$ cat config.mk
export PLATFORM = sky130hd
export DESIGN_NAME = ifq_regs
export DESIGN_NICKNAME = d
export VERILOG_FILES = /design/src/ifq_regs.v
export VERILOG_INCLUDE_DIRS = /design/src
export SDC_FILE = /design/constraint.sdc
export NUM_CORES = 2
export LEC_CHECK = 0
export ABC_CLOCK_PERIOD_IN_PS = 14050
export BUFFER_PORTS_ARGS = -buffer_cell sky130_fd_sc_hd__buf_2
export CAP_MARGIN = 15
export CORE_MARGIN = 3
export CORE_UTILIZATION = 63
export CTS_CLUSTER_DIAMETER = 120
export DETAILED_ROUTE_END_ITERATION = 12
export PLACE_DENSITY_LB_ADDON = 0.15
export SKIP_CTS_REPAIR_TIMING = 1
export SYNTH_ARGS = -nofsm -noshare
export SYNTH_HDL_FRONTEND = slang
export SYNTH_SLANG_ARGS = --single-unit
$ cat constraint.sdc
create_clock -name sys_clk_in -period 14.05 [get_ports sys_clk_in]
set_input_delay 0.7025 -clock sys_clk_in [delete_from_list [all_inputs] [get_ports sys_clk_in]]
set_output_delay 0.7025 -clock sys_clk_in [all_outputs]
set_load 0.02 [all_outputs]
$ cat src/ifq_defines.vh
// Register offsets, field positions and fixed values of the image format query bank.
`ifndef IFQ_DEFINES_VH
`define IFQ_DEFINES_VH

`define IFQ_ADDR_W 12
`define IFQ_OFF_CODING_CAPS 12'h014
`define IFQ_OFF_PIXEL_COUNT 12'h034
`define IFQ_OFF_BYTES_UPPER 12'h038
`define IFQ_OFF_BYTES_LOWER 12'h03C
`define IFQ_OFF_PKT_LIMITS 12'h040
`define IFQ_OFF_PKT_SIZE 12'h044
`define IFQ_OFF_PKT_PER_FRAME 12'h048

// Bit 0 of a quadlet is its most significant bit, so the first half sits high.
`define IFQ_FIRST_HALF 31:16
`define IFQ_SECOND_HALF 15:0

`define IFQ_PKT_UNIT 16'h0004
`define IFQ_PKT_MAX 16'h1000
`define IFQ_PKT_SIZE_RST 16'h1000
`define IFQ_PPF_LIMIT 16'h0FFF
`define IFQ_CODING_CAPS_RST 11'h001
`define IFQ_DIV_STEPS 6'h28

`endif

$ cat src/ifq_regs.v
// Image format query registers, packet size control and packetising FIFO.
`timescale 1ns/100ps
`include "ifq_defines.vh"

////////////////////////////////////////////////////////////////////////////////

module ifq_fifo #(
	parameter W = 32,
	parameter DEPTH = 32,
	parameter AW = 5
) (
	input wire clk_in, // Clock.
	input wire rstn_in, // Synchronised reset, active low.
	input wire [W-1:0] in_data_in, // Write data.
	input wire in_valid_in, // Write data valid.
	output wire in_ready_out, // Space available.
	output wire [W-1:0] out_data_out, // Head entry.
	output wire out_valid_out, // Head entry valid.
	input wire out_ready_in // Drain side accepts.
);
	reg [W-1:0] mem_q [0:DEPTH-1];
	reg [AW-1:0] wr_ptr_q;
	reg [AW-1:0] rd_ptr_q;
	reg [AW:0] cnt_q;
	reg [AW:0] cnt_d;
	reg ready_q;
	wire push;
	wire pop;
	genvar i;

	assign push = in_valid_in & ready_q;
	assign pop = out_ready_in & (cnt_q != {(AW+1){1'b0}});
	assign in_ready_out = ready_q;
	assign out_valid_out = (cnt_q != {(AW+1){1'b0}});
	assign out_data_out = mem_q[rd_ptr_q];

	always @* begin
		cnt_d = cnt_q;
		if (push & ~pop) begin
			cnt_d = cnt_q + {{AW{1'b0}}, 1'b1};
		end else if (pop & ~push) begin
			cnt_d = cnt_q - {{AW{1'b0}}, 1'b1};
		end
	end

	// Ready is registered so the writer never sees a combinational path through the drain.
	always @(posedge clk_in or negedge rstn_in) begin
		if (!rstn_in) begin
			wr_ptr_q <= {AW{1'b0}};
			rd_ptr_q <= {AW{1'b0}};
			cnt_q <= {(AW+1){1'b0}};
			ready_q <= 1'b0;
		end else begin
			cnt_q <= cnt_d;
			ready_q <= (cnt_d != DEPTH[AW:0]);
			if (push) begin
				wr_ptr_q <= (wr_ptr_q == DEPTH[AW-1:0] - {{(AW-1){1'b0}}, 1'b1}) ?
					{AW{1'b0}} : wr_ptr_q + {{(AW-1){1'b0}}, 1'b1};
			end
			if (pop) begin
				rd_ptr_q <= (rd_ptr_q == DEPTH[AW-1:0] - {{(AW-1){1'b0}}, 1'b1}) ?
					{AW{1'b0}} : rd_ptr_q + {{(AW-1){1'b0}}, 1'b1};
			end
		end
	end

	generate
		for (i = 0; i < DEPTH; i = i + 1) begin : g_entry
			always @(posedge clk_in) begin
				if (push && (wr_ptr_q == i)) begin
					mem_q[i] <= in_data_in;
				end
			end
		end
	endgenerate
endmodule

////////////////////////////////////////////////////////////////////////////////
// Overview of operation
// - Capability bit 0 marks coding unsupported.
// - Capability bit 1 marks coding supported.
// - Pixel count register returns width times height.
// - Upper byte-count quadlet readable at its offset.
// - Lower byte-count quadlet readable at next offset.
// - Byte count follows dimensions and colour coding.
// - Byte count adds padding and feature data.
// - Packet limits report granularity of four bytes.
// - Packet limits report maximum of 4096 bytes.
// - Host writes packet size in first half.
// - Smaller packet size yields more packets per frame.
// - Second half reports recommended minimum packet size.
// - Recommendation refreshes on any format setting change.
// - Packets per frame follows size, coding, packet size.

module ifq_regs #(
	parameter [10:0] CODING_CAPS = `IFQ_CODING_CAPS_RST,
	parameter FIFO_DEPTH = 32,
	parameter FIFO_AW = 5
) (
	input wire sys_clk_in, // 40 MHz clock.
	input wire rstn_in, // Asynchronous reset, active low.
	input wire [`IFQ_ADDR_W-1:0] reg_addr_in, // Register byte address.
	input wire [31:0] reg_wdata_in, // Register write data.
	input wire reg_wr_in, // Write strobe.
	input wire reg_rd_in, // Read strobe.
	output reg [31:0] reg_rdata_out, // Read data, one cycle after the strobe.
	input wire [15:0] aoi_width_in, // Current image width in columns.
	input wire [15:0] aoi_height_in, // Current image height in rows.
	input wire [7:0] colour_coding_selector_in, // Current colour coding.
	input wire [31:0] feature_bytes_in, // Bytes appended by enabled features.
	input wire [31:0] pix_data_in, // Image data quadlet.
	input wire pix_valid_in, // Image data valid.
	output wire pix_ready_out, // FIFO can accept.
	output reg [31:0] pkt_data_out, // Packet data quadlet.
	output reg pkt_valid_out, // Packet data valid.
	output reg pkt_sop_out, // First quadlet of a packet.
	output reg pkt_eop_out, // Last quadlet of a packet.
	input wire pkt_ready_in, // Link accepts a quadlet.
	output reg [15:0] pkt_size_out, // Programmed packet size in bytes.
	output reg [31:0] pkt_per_frame_out, // Packets needed for one frame.
	output reg pkt_limit_over_out, // Packets per frame above the limit.
	output reg calc_busy_out // Derived values being recomputed.
);
	localparam [2:0] ST_IDLE = 3'b001;
	localparam [2:0] ST_DIV_REC = 3'b010;
	localparam [2:0] ST_DIV_PPF = 3'b100;

	reg rst_meta_q;
	reg rst_sync_q;
	reg [2:0] state_q;
	reg [15:0] width_q;
	reg [15:0] height_q;
	reg [7:0] coding_q;
	reg [31:0] feature_q;
	reg dirty_q;
	reg [31:0] pixels_q;
	reg [63:0] bytes_q;
	reg [15:0] rec_q;
	reg [39:0] dvd_q;
	reg [16:0] rem_q;
	reg [15:0] dvs_q;
	reg [5:0] step_q;
	reg [3:0] half_bytes;
	reg [15:0] quads_q;
	reg [15:0] pos_q;
	reg [15:0] wr_size;
	reg [31:0] rd_word;
	wire [31:0] pixels_d;
	wire [35:0] payload_half;
	wire [34:0] payload;
	wire [34:0] padded;
	wire [39:0] total_d;
	wire changed;
	wire [16:0] rem_sh;
	wire take;
	wire [39:0] quo_ceil;
	wire [39:0] rec_round;
	wire [31:0] fifo_data;
	wire fifo_valid;
	wire fifo_pop;
	wire [31:0] caps_word;
	genvar b;

	////////////////////////////////////////////////////////////////////////////////

	always @(posedge sys_clk_in or negedge rstn_in) begin
		if (!rstn_in) begin
			rst_meta_q <= 1'b0;
			rst_sync_q <= 1'b0;
		end else begin
			rst_meta_q <= 1'b1;
			rst_sync_q <= rst_meta_q;
		end
	end

	////////////////////////////////////////////////////////////////////////////////

	// Supported codings carry a one, the others a zero, bit 0 standing at the MSB.
	generate
		for (b = 0; b < 32; b = b + 1) begin : g_caps
			if (b < 11) begin : g_used
				assign caps_word[31-b] = CODING_CAPS[b];
			end else begin : g_resv
				assign caps_word[31-b] = 1'b0;
			end
		end
	endgenerate

	// Half-bytes per pixel for each colour coding; 4:1:1 needs one and a half bytes.
	always @* begin
		case (colour_coding_selector_in)
		8'h00: half_bytes = 4'h2;
		8'h01: half_bytes = 4'h3;
		8'h02: half_bytes = 4'h4;
		8'h03: half_bytes = 4'h6;
		8'h04: half_bytes = 4'h6;
		8'h05: half_bytes = 4'h4;
		8'h06: half_bytes = 4'hC;
		8'h07: half_bytes = 4'h4;
		8'h08: half_bytes = 4'hC;
		8'h09: half_bytes = 4'h2;
		8'h0A: half_bytes = 4'h4;
		default: half_bytes = 4'h2;
		endcase
	end

	assign pixels_d = aoi_width_in * aoi_height_in;
	assign payload_half = pixels_d * half_bytes;
	assign payload = payload_half[35:1] + {34'h000000000, payload_half[0]};
	assign padded = (payload + 35'h000000003) & ~35'h000000003;
	assign total_d = {5'h00, padded} + {8'h00, feature_bytes_in};

	assign changed = (aoi_width_in != width_q) | (aoi_height_in != height_q) |
		(colour_coding_selector_in != coding_q) | (feature_bytes_in != feature_q);

	assign rem_sh = {rem_q[15:0], dvd_q[39]};
	assign take = (rem_sh >= {1'b0, dvs_q});
	assign quo_ceil = dvd_q + {39'h0000000000, (rem_q != 17'h00000)};
	assign rec_round = (quo_ceil + 40'h0000000003) & ~40'h0000000003;

	// A written packet size is snapped down to the unit and held inside the legal range.
	always @* begin
		wr_size = reg_wdata_in[`IFQ_FIRST_HALF] & ~(`IFQ_PKT_UNIT - 16'h0001);
		if (wr_size < `IFQ_PKT_UNIT) begin
			wr_size = `IFQ_PKT_UNIT;
		end else if (wr_size > `IFQ_PKT_MAX) begin
			wr_size = `IFQ_PKT_MAX;
		end
	end

	////////////////////////////////////////////////////////////////////////////////

	// Two serial divisions share one subtractor: byte count by the packet limit for the
	// recommendation, then by the packet size for the packet count. It costs 82 cycles.
	always @(posedge sys_clk_in or negedge rst_sync_q) begin
		if (!rst_sync_q) begin
			state_q <= ST_IDLE;
			width_q <= 16'h0000;
			height_q <= 16'h0000;
			coding_q <= 8'h00;
			feature_q <= 32'h00000000;
			dirty_q <= 1'b1;
			pixels_q <= 32'h00000000;
			bytes_q <= 64'h0000000000000000;
			rec_q <= `IFQ_PKT_UNIT;
			dvd_q <= 40'h0000000000;
			rem_q <= 17'h00000;
			dvs_q <= 16'h0001;
			step_q <= 6'h00;
			pkt_size_out <= `IFQ_PKT_SIZE_RST;
			pkt_per_frame_out <= 32'h00000000;
			pkt_limit_over_out <= 1'b0;
			calc_busy_out <= 1'b0;
		end else begin
			if (reg_wr_in && (reg_addr_in == `IFQ_OFF_PKT_SIZE)) begin
				pkt_size_out <= wr_size;
			end
			case (state_q)
			ST_IDLE: begin
				// A write in the start cycle keeps the dirty flag, so it is not lost.
				if (changed || dirty_q || (reg_wr_in && (reg_addr_in == `IFQ_OFF_PKT_SIZE))) begin
					width_q <= aoi_width_in;
					height_q <= aoi_height_in;
					coding_q <= colour_coding_selector_in;
					feature_q <= feature_bytes_in;
					dirty_q <= reg_wr_in && (reg_addr_in == `IFQ_OFF_PKT_SIZE);
					pixels_q <= pixels_d;
					bytes_q <= {24'h000000, total_d};
					dvd_q <= total_d;
					rem_q <= 17'h00000;
					dvs_q <= `IFQ_PPF_LIMIT;
					step_q <= 6'h00;
					calc_busy_out <= 1'b1;
					state_q <= ST_DIV_REC;
				end
			end
			ST_DIV_REC, ST_DIV_PPF: begin
				if (reg_wr_in && (reg_addr_in == `IFQ_OFF_PKT_SIZE)) begin
					dirty_q <= 1'b1;
				end
				if (step_q == `IFQ_DIV_STEPS) begin
					step_q <= 6'h00;
					rem_q <= 17'h00000;
					dvd_q <= bytes_q[39:0];
					if (state_q == ST_DIV_REC) begin
						// Smallest packet size that keeps the frame within the packet limit.
						if (rec_round > {24'h000000, `IFQ_PKT_MAX}) begin
							rec_q <= `IFQ_PKT_MAX;
						end else if (rec_round < {24'h000000, `IFQ_PKT_UNIT}) begin
							rec_q <= `IFQ_PKT_UNIT;
						end else begin
							rec_q <= rec_round[15:0];
						end
						dvs_q <= pkt_size_out;
						state_q <= ST_DIV_PPF;
					end else begin
						pkt_per_frame_out <= (quo_ceil[39:32] != 8'h00) ?
							32'hFFFFFFFF : quo_ceil[31:0];
						pkt_limit_over_out <= (quo_ceil > {24'h000000, `IFQ_PPF_LIMIT});
						calc_busy_out <= 1'b0;
						state_q <= ST_IDLE;
					end
				end else begin
					rem_q <= take ? (rem_sh - {1'b0, dvs_q}) : rem_sh;
					dvd_q <= {dvd_q[38:0], take};
					step_q <= step_q + 6'h01;
				end
			end
			default: begin
				state_q <= ST_IDLE;
			end
			endcase
		end
	end

	////////////////////////////////////////////////////////////////////////////////

	always @* begin
		case (reg_addr_in)
		`IFQ_OFF_CODING_CAPS: rd_word = caps_word;
		`IFQ_OFF_PIXEL_COUNT: rd_word = pixels_q;
		`IFQ_OFF_BYTES_UPPER: rd_word = bytes_q[63:32];
		`IFQ_OFF_BYTES_LOWER: rd_word = bytes_q[31:0];
		`IFQ_OFF_PKT_LIMITS: rd_word = {`IFQ_PKT_UNIT, `IFQ_PKT_MAX};
		`IFQ_OFF_PKT_SIZE: rd_word = {pkt_size_out, rec_q};
		`IFQ_OFF_PKT_PER_FRAME: rd_word = pkt_per_frame_out;
		default: rd_word = 32'h00000000;
		endcase
	end

	// Unmapped addresses and cycles without a read strobe return zero.
	always @(posedge sys_clk_in or negedge rst_sync_q) begin
		if (!rst_sync_q) begin
			reg_rdata_out <= 32'h00000000;
		end else begin
			reg_rdata_out <= reg_rd_in ? rd_word : 32'h00000000;
		end
	end

	////////////////////////////////////////////////////////////////////////////////

	ifq_fifo #(
		.W(32),
		.DEPTH(FIFO_DEPTH),
		.AW(FIFO_AW)
	) u_fifo (
		.clk_in(sys_clk_in),
		.rstn_in(rst_sync_q),
		.in_data_in(pix_data_in),
		.in_valid_in(pix_valid_in),
		.in_ready_out(pix_ready_out),
		.out_data_out(fifo_data),
		.out_valid_out(fifo_valid),
		.out_ready_in(fifo_pop)
	);

	assign fifo_pop = ~pkt_valid_out | pkt_ready_in;

	// Packet boundaries follow the programmed size; a new size applies at the next packet.
	always @(posedge sys_clk_in or negedge rst_sync_q) begin
		if (!rst_sync_q) begin
			pkt_data_out <= 32'h00000000;
			pkt_valid_out <= 1'b0;
			pkt_sop_out <= 1'b0;
			pkt_eop_out <= 1'b0;
			quads_q <= 16'h0000;
			pos_q <= 16'h0000;
		end else if (fifo_pop) begin
			pkt_valid_out <= fifo_valid;
			if (fifo_valid) begin
				pkt_data_out <= fifo_data;
				pkt_sop_out <= (pos_q == 16'h0000);
				if (pos_q == 16'h0000) begin
					quads_q <= {2'b00, pkt_size_out[15:2]};
					pkt_eop_out <= (pkt_size_out[15:2] == 14'h0001);
					pos_q <= (pkt_size_out[15:2] == 14'h0001) ? 16'h0000 : 16'h0001;
				end else begin
					pkt_eop_out <= (pos_q == quads_q - 16'h0001);
					pos_q <= (pos_q == quads_q - 16'h0001) ? 16'h0000 : pos_q + 16'h0001;
				end
			end
		end
	end
endmodule

---- After elaboration in Yosys (flattened, before gate mapping) ----
Memories as Yosys holds them, arrays and structs flattened. A register that Yosys moved wholly into a read port is not among the register bits.
Index checks and enable logic that the tools add are counted.
cells by class
  bitwise logic cells ..................... 12
  reduce and logical (&&, ||, !) cells .... 85
  mux-type cells .......................... 198
  multiply operators ...................... 2
  order comparisons ....................... 6
  add/subtract/negate cells ............... 13
  equal/unequal tests ..................... 55
operators by type and width
  operator               count
  $mux 32                33
  $reduce_or 32->1       31
  $pmux 32 s7            1
  $mux 5                 33
  $mux 16                9
  $mux 1                 102
  $eq 5x5->1 const B     17
  $mux 40                2
  $pmux 40 s2            1
  $mux 17                3
  $add 40x1->40          1
  $add 40x2->40 const B  1
  $eq 5x4->1 const B     8
  $gt 40x12->1 const B   1
  $gt 40x13->1 const B   1
  $lt 40x3->1 const B    1
  $add 35x32->36         1
  $eq 12x6->1 const B    3
  $eq 12x7->1 const B    3
  $mul 32x4->36          1
  $add 35x1->35          1
  $add 35x2->35 const B  1
  $pmux 17 s2            1
  $logic_and 1x1->1      33
  48 further kinds       82
storage, ports and cells
  memories kept ........................... 2
  input port bits ......................... 154
  word-level logic and storage cells ...... 402
  bits in writable memories ............... 1,024
  register bits after elaboration ......... 377
  ROM bits ................................ 64
memories
  memory            depth  width  read ports  clocked after memory_dff  wr ports  line            RTL
  u_fifo.mem_q      32     32     1           1                         1         ifq_regs.v:21   reg [W-1:0] mem_q [0:DEPTH-1];
  (name not given)  16     4      1           0                         0         ifq_regs.v:191  case (colour_coding_selector_in)

---- Longest topological paths before layout ----
  depth after elaboration ................. 36
  depth in mapped cells ................... 55

---- By module ----
A second synthesis with hierarchy kept.
second synthesis, totals
  cell total of the unflattened synthesis .. 5,815
  area total of the unflattened synthesis .. 75,270.9 µm²
by module, submodules not included
  module    area an instance (µm²)  times used  cells an instance
  ifq_fifo  40,397.5                1           1,731
  ifq_regs  34,873.4                1           4,084

---- Worst setup path before layout ----
OpenSTA, ideal clock, no wires.
  path type ............................... input to register
  start ................................... input aoi_width_in[7]
  end ..................................... register dvd_q[34]
  data required time ...................... 13.906 ns
  buffers on the path ..................... 2
  setup slack ............................. 1.524 ns
  library setup time ...................... 0.144 ns
  data arrival time ....................... 12.383 ns
  stages .................................. 48
  cells stage by stage .................... clkbuf_1 -> clkbuf_1 -> nand2_1 -> fa_1 -> fa_1 -> fa_1 -> inv_1 -> ha_1 -> fa_1 -> inv_1 -> fa_1 -> inv_1 -> ha_1 -> a21o_1 -> nor3_1 -> a211o_1 -> nand2_1 -> a21o_1 -> [12 not listed] -> o21ai_2 -> mux2i_1 -> a2111oi_0 -> nand3_1 -> or2_2 -> xnor2_1 -> ha_1 -> and3_1 -> nand2_1 -> a2111oi_0 -> a21oi_1 -> a311oi_1 -> a31oi_1 -> o21ai_0 -> a31oi_1 -> a2111oi_1 -> mux2i_1 -> a221oi_1
on the way
  longest elaborated chain between the ends .. 8
  elaborated cells between the ends (all ways) .. 15
  classes of those cells .................. 3 x add/sub; 2 x mul; 2 x eq/ne; 2 x mux; 3 x bitwise; 3 x reduce/logical
ends and longest elaborated chain
  element                                                                line            RTL
  from (decl)                                                            ifq_regs.v:107  input wire [15:0] aoi_width_in,
  parallel branches: the longest is 8 deep, another holds $mul 32x4->36  --
  to (signal assigned)                                                   ifq_regs.v:269  dvd_q <= total_d;
  to (signal assigned)                                                   ifq_regs.v:284  dvd_q <= bytes_q[39:0];
  to (signal assigned)                                                   ifq_regs.v:305  dvd_q <= {dvd_q[38:0], take};
  to (decl)                                                              ifq_regs.v:139  reg [39:0] dvd_q;
Several ways; the timed one is not identified. The select of a mux whose other input is x is not followed.
A chain may end at the register's enable or synchronous reset.

---- Worst setup path after layout ----
  start ................................... input aoi_height_in[6]
  end ..................................... register dvd_q[34]
on the way
  longest elaborated chain between the ends .. 8
  elaborated cells between the ends (all ways) .. 15
  classes of those cells .................. 3 x add/sub; 2 x mul; 2 x eq/ne; 2 x mux; 3 x bitwise; 3 x reduce/logical
ends and longest elaborated chain
  element                                                                line            RTL
  from (decl)                                                            ifq_regs.v:108  input wire [15:0] aoi_height_in,
  parallel branches: the longest is 8 deep, another holds $mul 32x4->36  --
Several ways; the timed one is not identified. The select of a mux whose other input is x is not followed.

==> out/qor.txt <==
worst-margin pin slew: 1270 ps
Detail Placement HPWL: 122000 um
total of max-cap violations: 0
Worst Hold Slack: 194 ps
DRT Wirelength: 197000 um
first-pass GRT wire length: 302000 um
Synth top area share: 41.6%
fmax: 77.7 MHz
hold path start: reg_wdata_in[24]
TritonCTS Buffers: 145
Initial Util: 63.6%
most common cell after layout, fill and taps aside: edfxtp_1
CP peak stage delay: 540 ps
post-synthesis adder-cell area fraction: 10.5%
Clock Skews: 56.1 ps
Clock Sinks: 1423
starting DRC count in detailed routing: 5120
placed insts: 7085
DRT antenna net count: 0
XOR/XNOR share of the synthesized area: 3.10%
Die Height: 349 um
via count: 47400
leading area contributor after synthesis: edfxtp_1
critical path's most frequent cell: fa_1
Final period util: 91.6%
row count: 125
Data arrival, critical path: 13460 ps
status: completed
largest net degree at the start of global routing: 147
Fillers: 7781
compound-cell area share of the yosys netlist: 6.38%
syn_area_per_cell: 13.4 um2
CP Launch Type: input pin
ys async rst share: 28.0%
CTS Root Cell: clkbuf_16
Mapped Cells: 5531
fraction of layout cells with a size suffix above 1: 18.4%
First-pass DRT Iterations: 7
slowest cell on the critical path: fa_1
EDFF count, synth: 1024
crit end category: flop
Worst-path clk slew: 60 ps
core area: 116000 um2
IO Port Bufs: 251
Clock Latency Late Sink: 760 ps
fin. max-slew vios: 0
CTS tree: done
htree depth: 4
Ports: 272
Synth cell types: 92
DR WL/cell: 26.8 um
largest family of logic cells by synthesized area: multiplexers
post-synthesis register bit count: 1423
Synth Area in Simple Gates: 9.29%
DR vias/cell: 6.43
Worst Path Required: 14640 ps
Worst R2R Start: rem_q[11]
Overflow after GRT: 0
vias in the first global route: 48700
setup total negative slack: 0 ps
CP Max Fanout: 18
clk buf depth: 3
min-delay worst type: in -> reg
RSZ-0062 raised after global routing: no
Remaining DRCs: 0
Final Hold Fails: 0
critical path class: in -> reg
netlist area before placement: 74000 um2
non-filler cells, final: 7363
final setup vio count: 0
main area contributors after synthesis: edfxtp_1 (42%), dfrtp_1 (13%), mux4_2 (9.7%)
die area: 122000 um2
post-route minimum period: 12870 ps
Post-synth top flop: edfxtp_1
Rel. slew slack: 15.4%
most frequent cells in the layout: edfxtp_1 (1024), nand2_1 (588), inv_1 (423)
area growth from synthesis to layout: 10.7%
All-Layer GR Usage: 33.2%
sequential area share after synthesis: 55.1%
post-synthesis mux area share: 12.0%
yosys warns: 0
Final #Nets: 6329
gpl congestion: 0.933
Die W: 349 um
antenna violations before repair: 11
CP Launch Point: aoi_height_in[6]
final core occ: 70.4%
final timing paths:
path	depth (start not counted)	endpoint	slack (ps)
worst max-delay path	51	dvd_q[34]	1180
worst min-delay path	2	pkt_size_out[8]	190
worst max register to register	19	rec_q[4]	7890
worst min register to register	0	rst_sync_q	350
max in group asynchronous	3	pixels_q[19]	10860
min in group asynchronous	2	rst_sync_q	280
cells in the mapped netlist (12+ instances only):
library cell	n
nor4_1	37
and3_1	39
or2_2	28
mux4_2	320
o22ai_1	12
o21a_1	20
fa_1	256
nor3b_1	17
xor2_1	92
nand2_1	589
or3_1	22
a22o_1	15
mux2i_1	46
dfrtp_1	394
nor3_1	45
nand4_1	46
a211oi_1	25
buf_1	41
a21o_1	53
nor2_1	295
nand3_1	71
edfxtp_1	1024
mux2_2	107
clkbuf_1	234
o21ai_0	225
a31oi_1	47
ha_1	209
nor2b_1	22
nand2b_1	37
inv_1	423
and2_1	137
a222oi_1	31
a21oi_1	196
xnor2_1	170
flip-flops by register name, summed over array words and instances (netlist names), 6 cells and up:
signal / cells
quads_q: 14
u_fifo.mem_q: 1024
pkt_per_frame_out: 32
dvs_q: 16
feature_q: 32
coding_q: 8
rem_q: 17
reg_rdata_out: 32
pkt_size_out: 14
rec_q: 14
dvd_q: 40
pkt_data_out: 32
pos_q: 16
pixels_q: 32
bytes_q: 34
step_q: 6
height_q: 16
width_q: 16
u_fifo.cnt_q: 6
per-layer routing:
layer / wire length, um / share of wire (%) / vias up / global-route usage, %
met3: 15000 / 7.6 / 493 / 5.44
li1: - / - / 20400 / -
met4: 9540 / 4.8 / 4 / 14.5
met1: 71800 / 36 / 24100 / 42.0
met5: 22 / 0.011 / - / 0
met2: 101000 / 51 / 2336 / 57.0
through the flow:
stage	worst slack, ps	instance area, um2
6_report	1180	81900
3_5_place_dp	555	76800
3_3_place_gp	731	76800
4_1_cts	1350	81900
5_1_grt	291	81900
2_1_floorplan	1520	74000
cell type report:
type	instances	area (um2)	share of cell area, %
flip-flops and latches	1423	40800	49.8
multi-input cells	3395	30800	37.6
clock buffers	201	4070	4.97
well taps	1524	1910	2.33
repair buffers	321	1800	2.20
inverters	424	1590	1.94
clock inverters	70	967	1.18
diodes	5	12.5	0.0153
logic make-up (layout without fill, tap and decap cells):
group,count (synthesis),in the layout
adders and majority gates,466,466
muxes,473,473
buffers and inverters,714,1016
DFF,1423,1423
and+or+nand+nor,1441,1441
AOI/OAI and AO/OA,750,750
xor gates and xnor gates,262,262
other,2,8
critical path, delay by kind of cell:
family,cells,cell delay (ps)
adders and majority gates,11,5030
AOI/OAI and AO/OA,16,3980
and+or+nand+nor,14,2390
buffers and inverters,7,530
xor gates and xnor gates,2,500
muxes,1,310
Power is left out: the tool's default activity adds up to more than one toggle a clock period on the data nets, which glitch-free logic cannot reach.
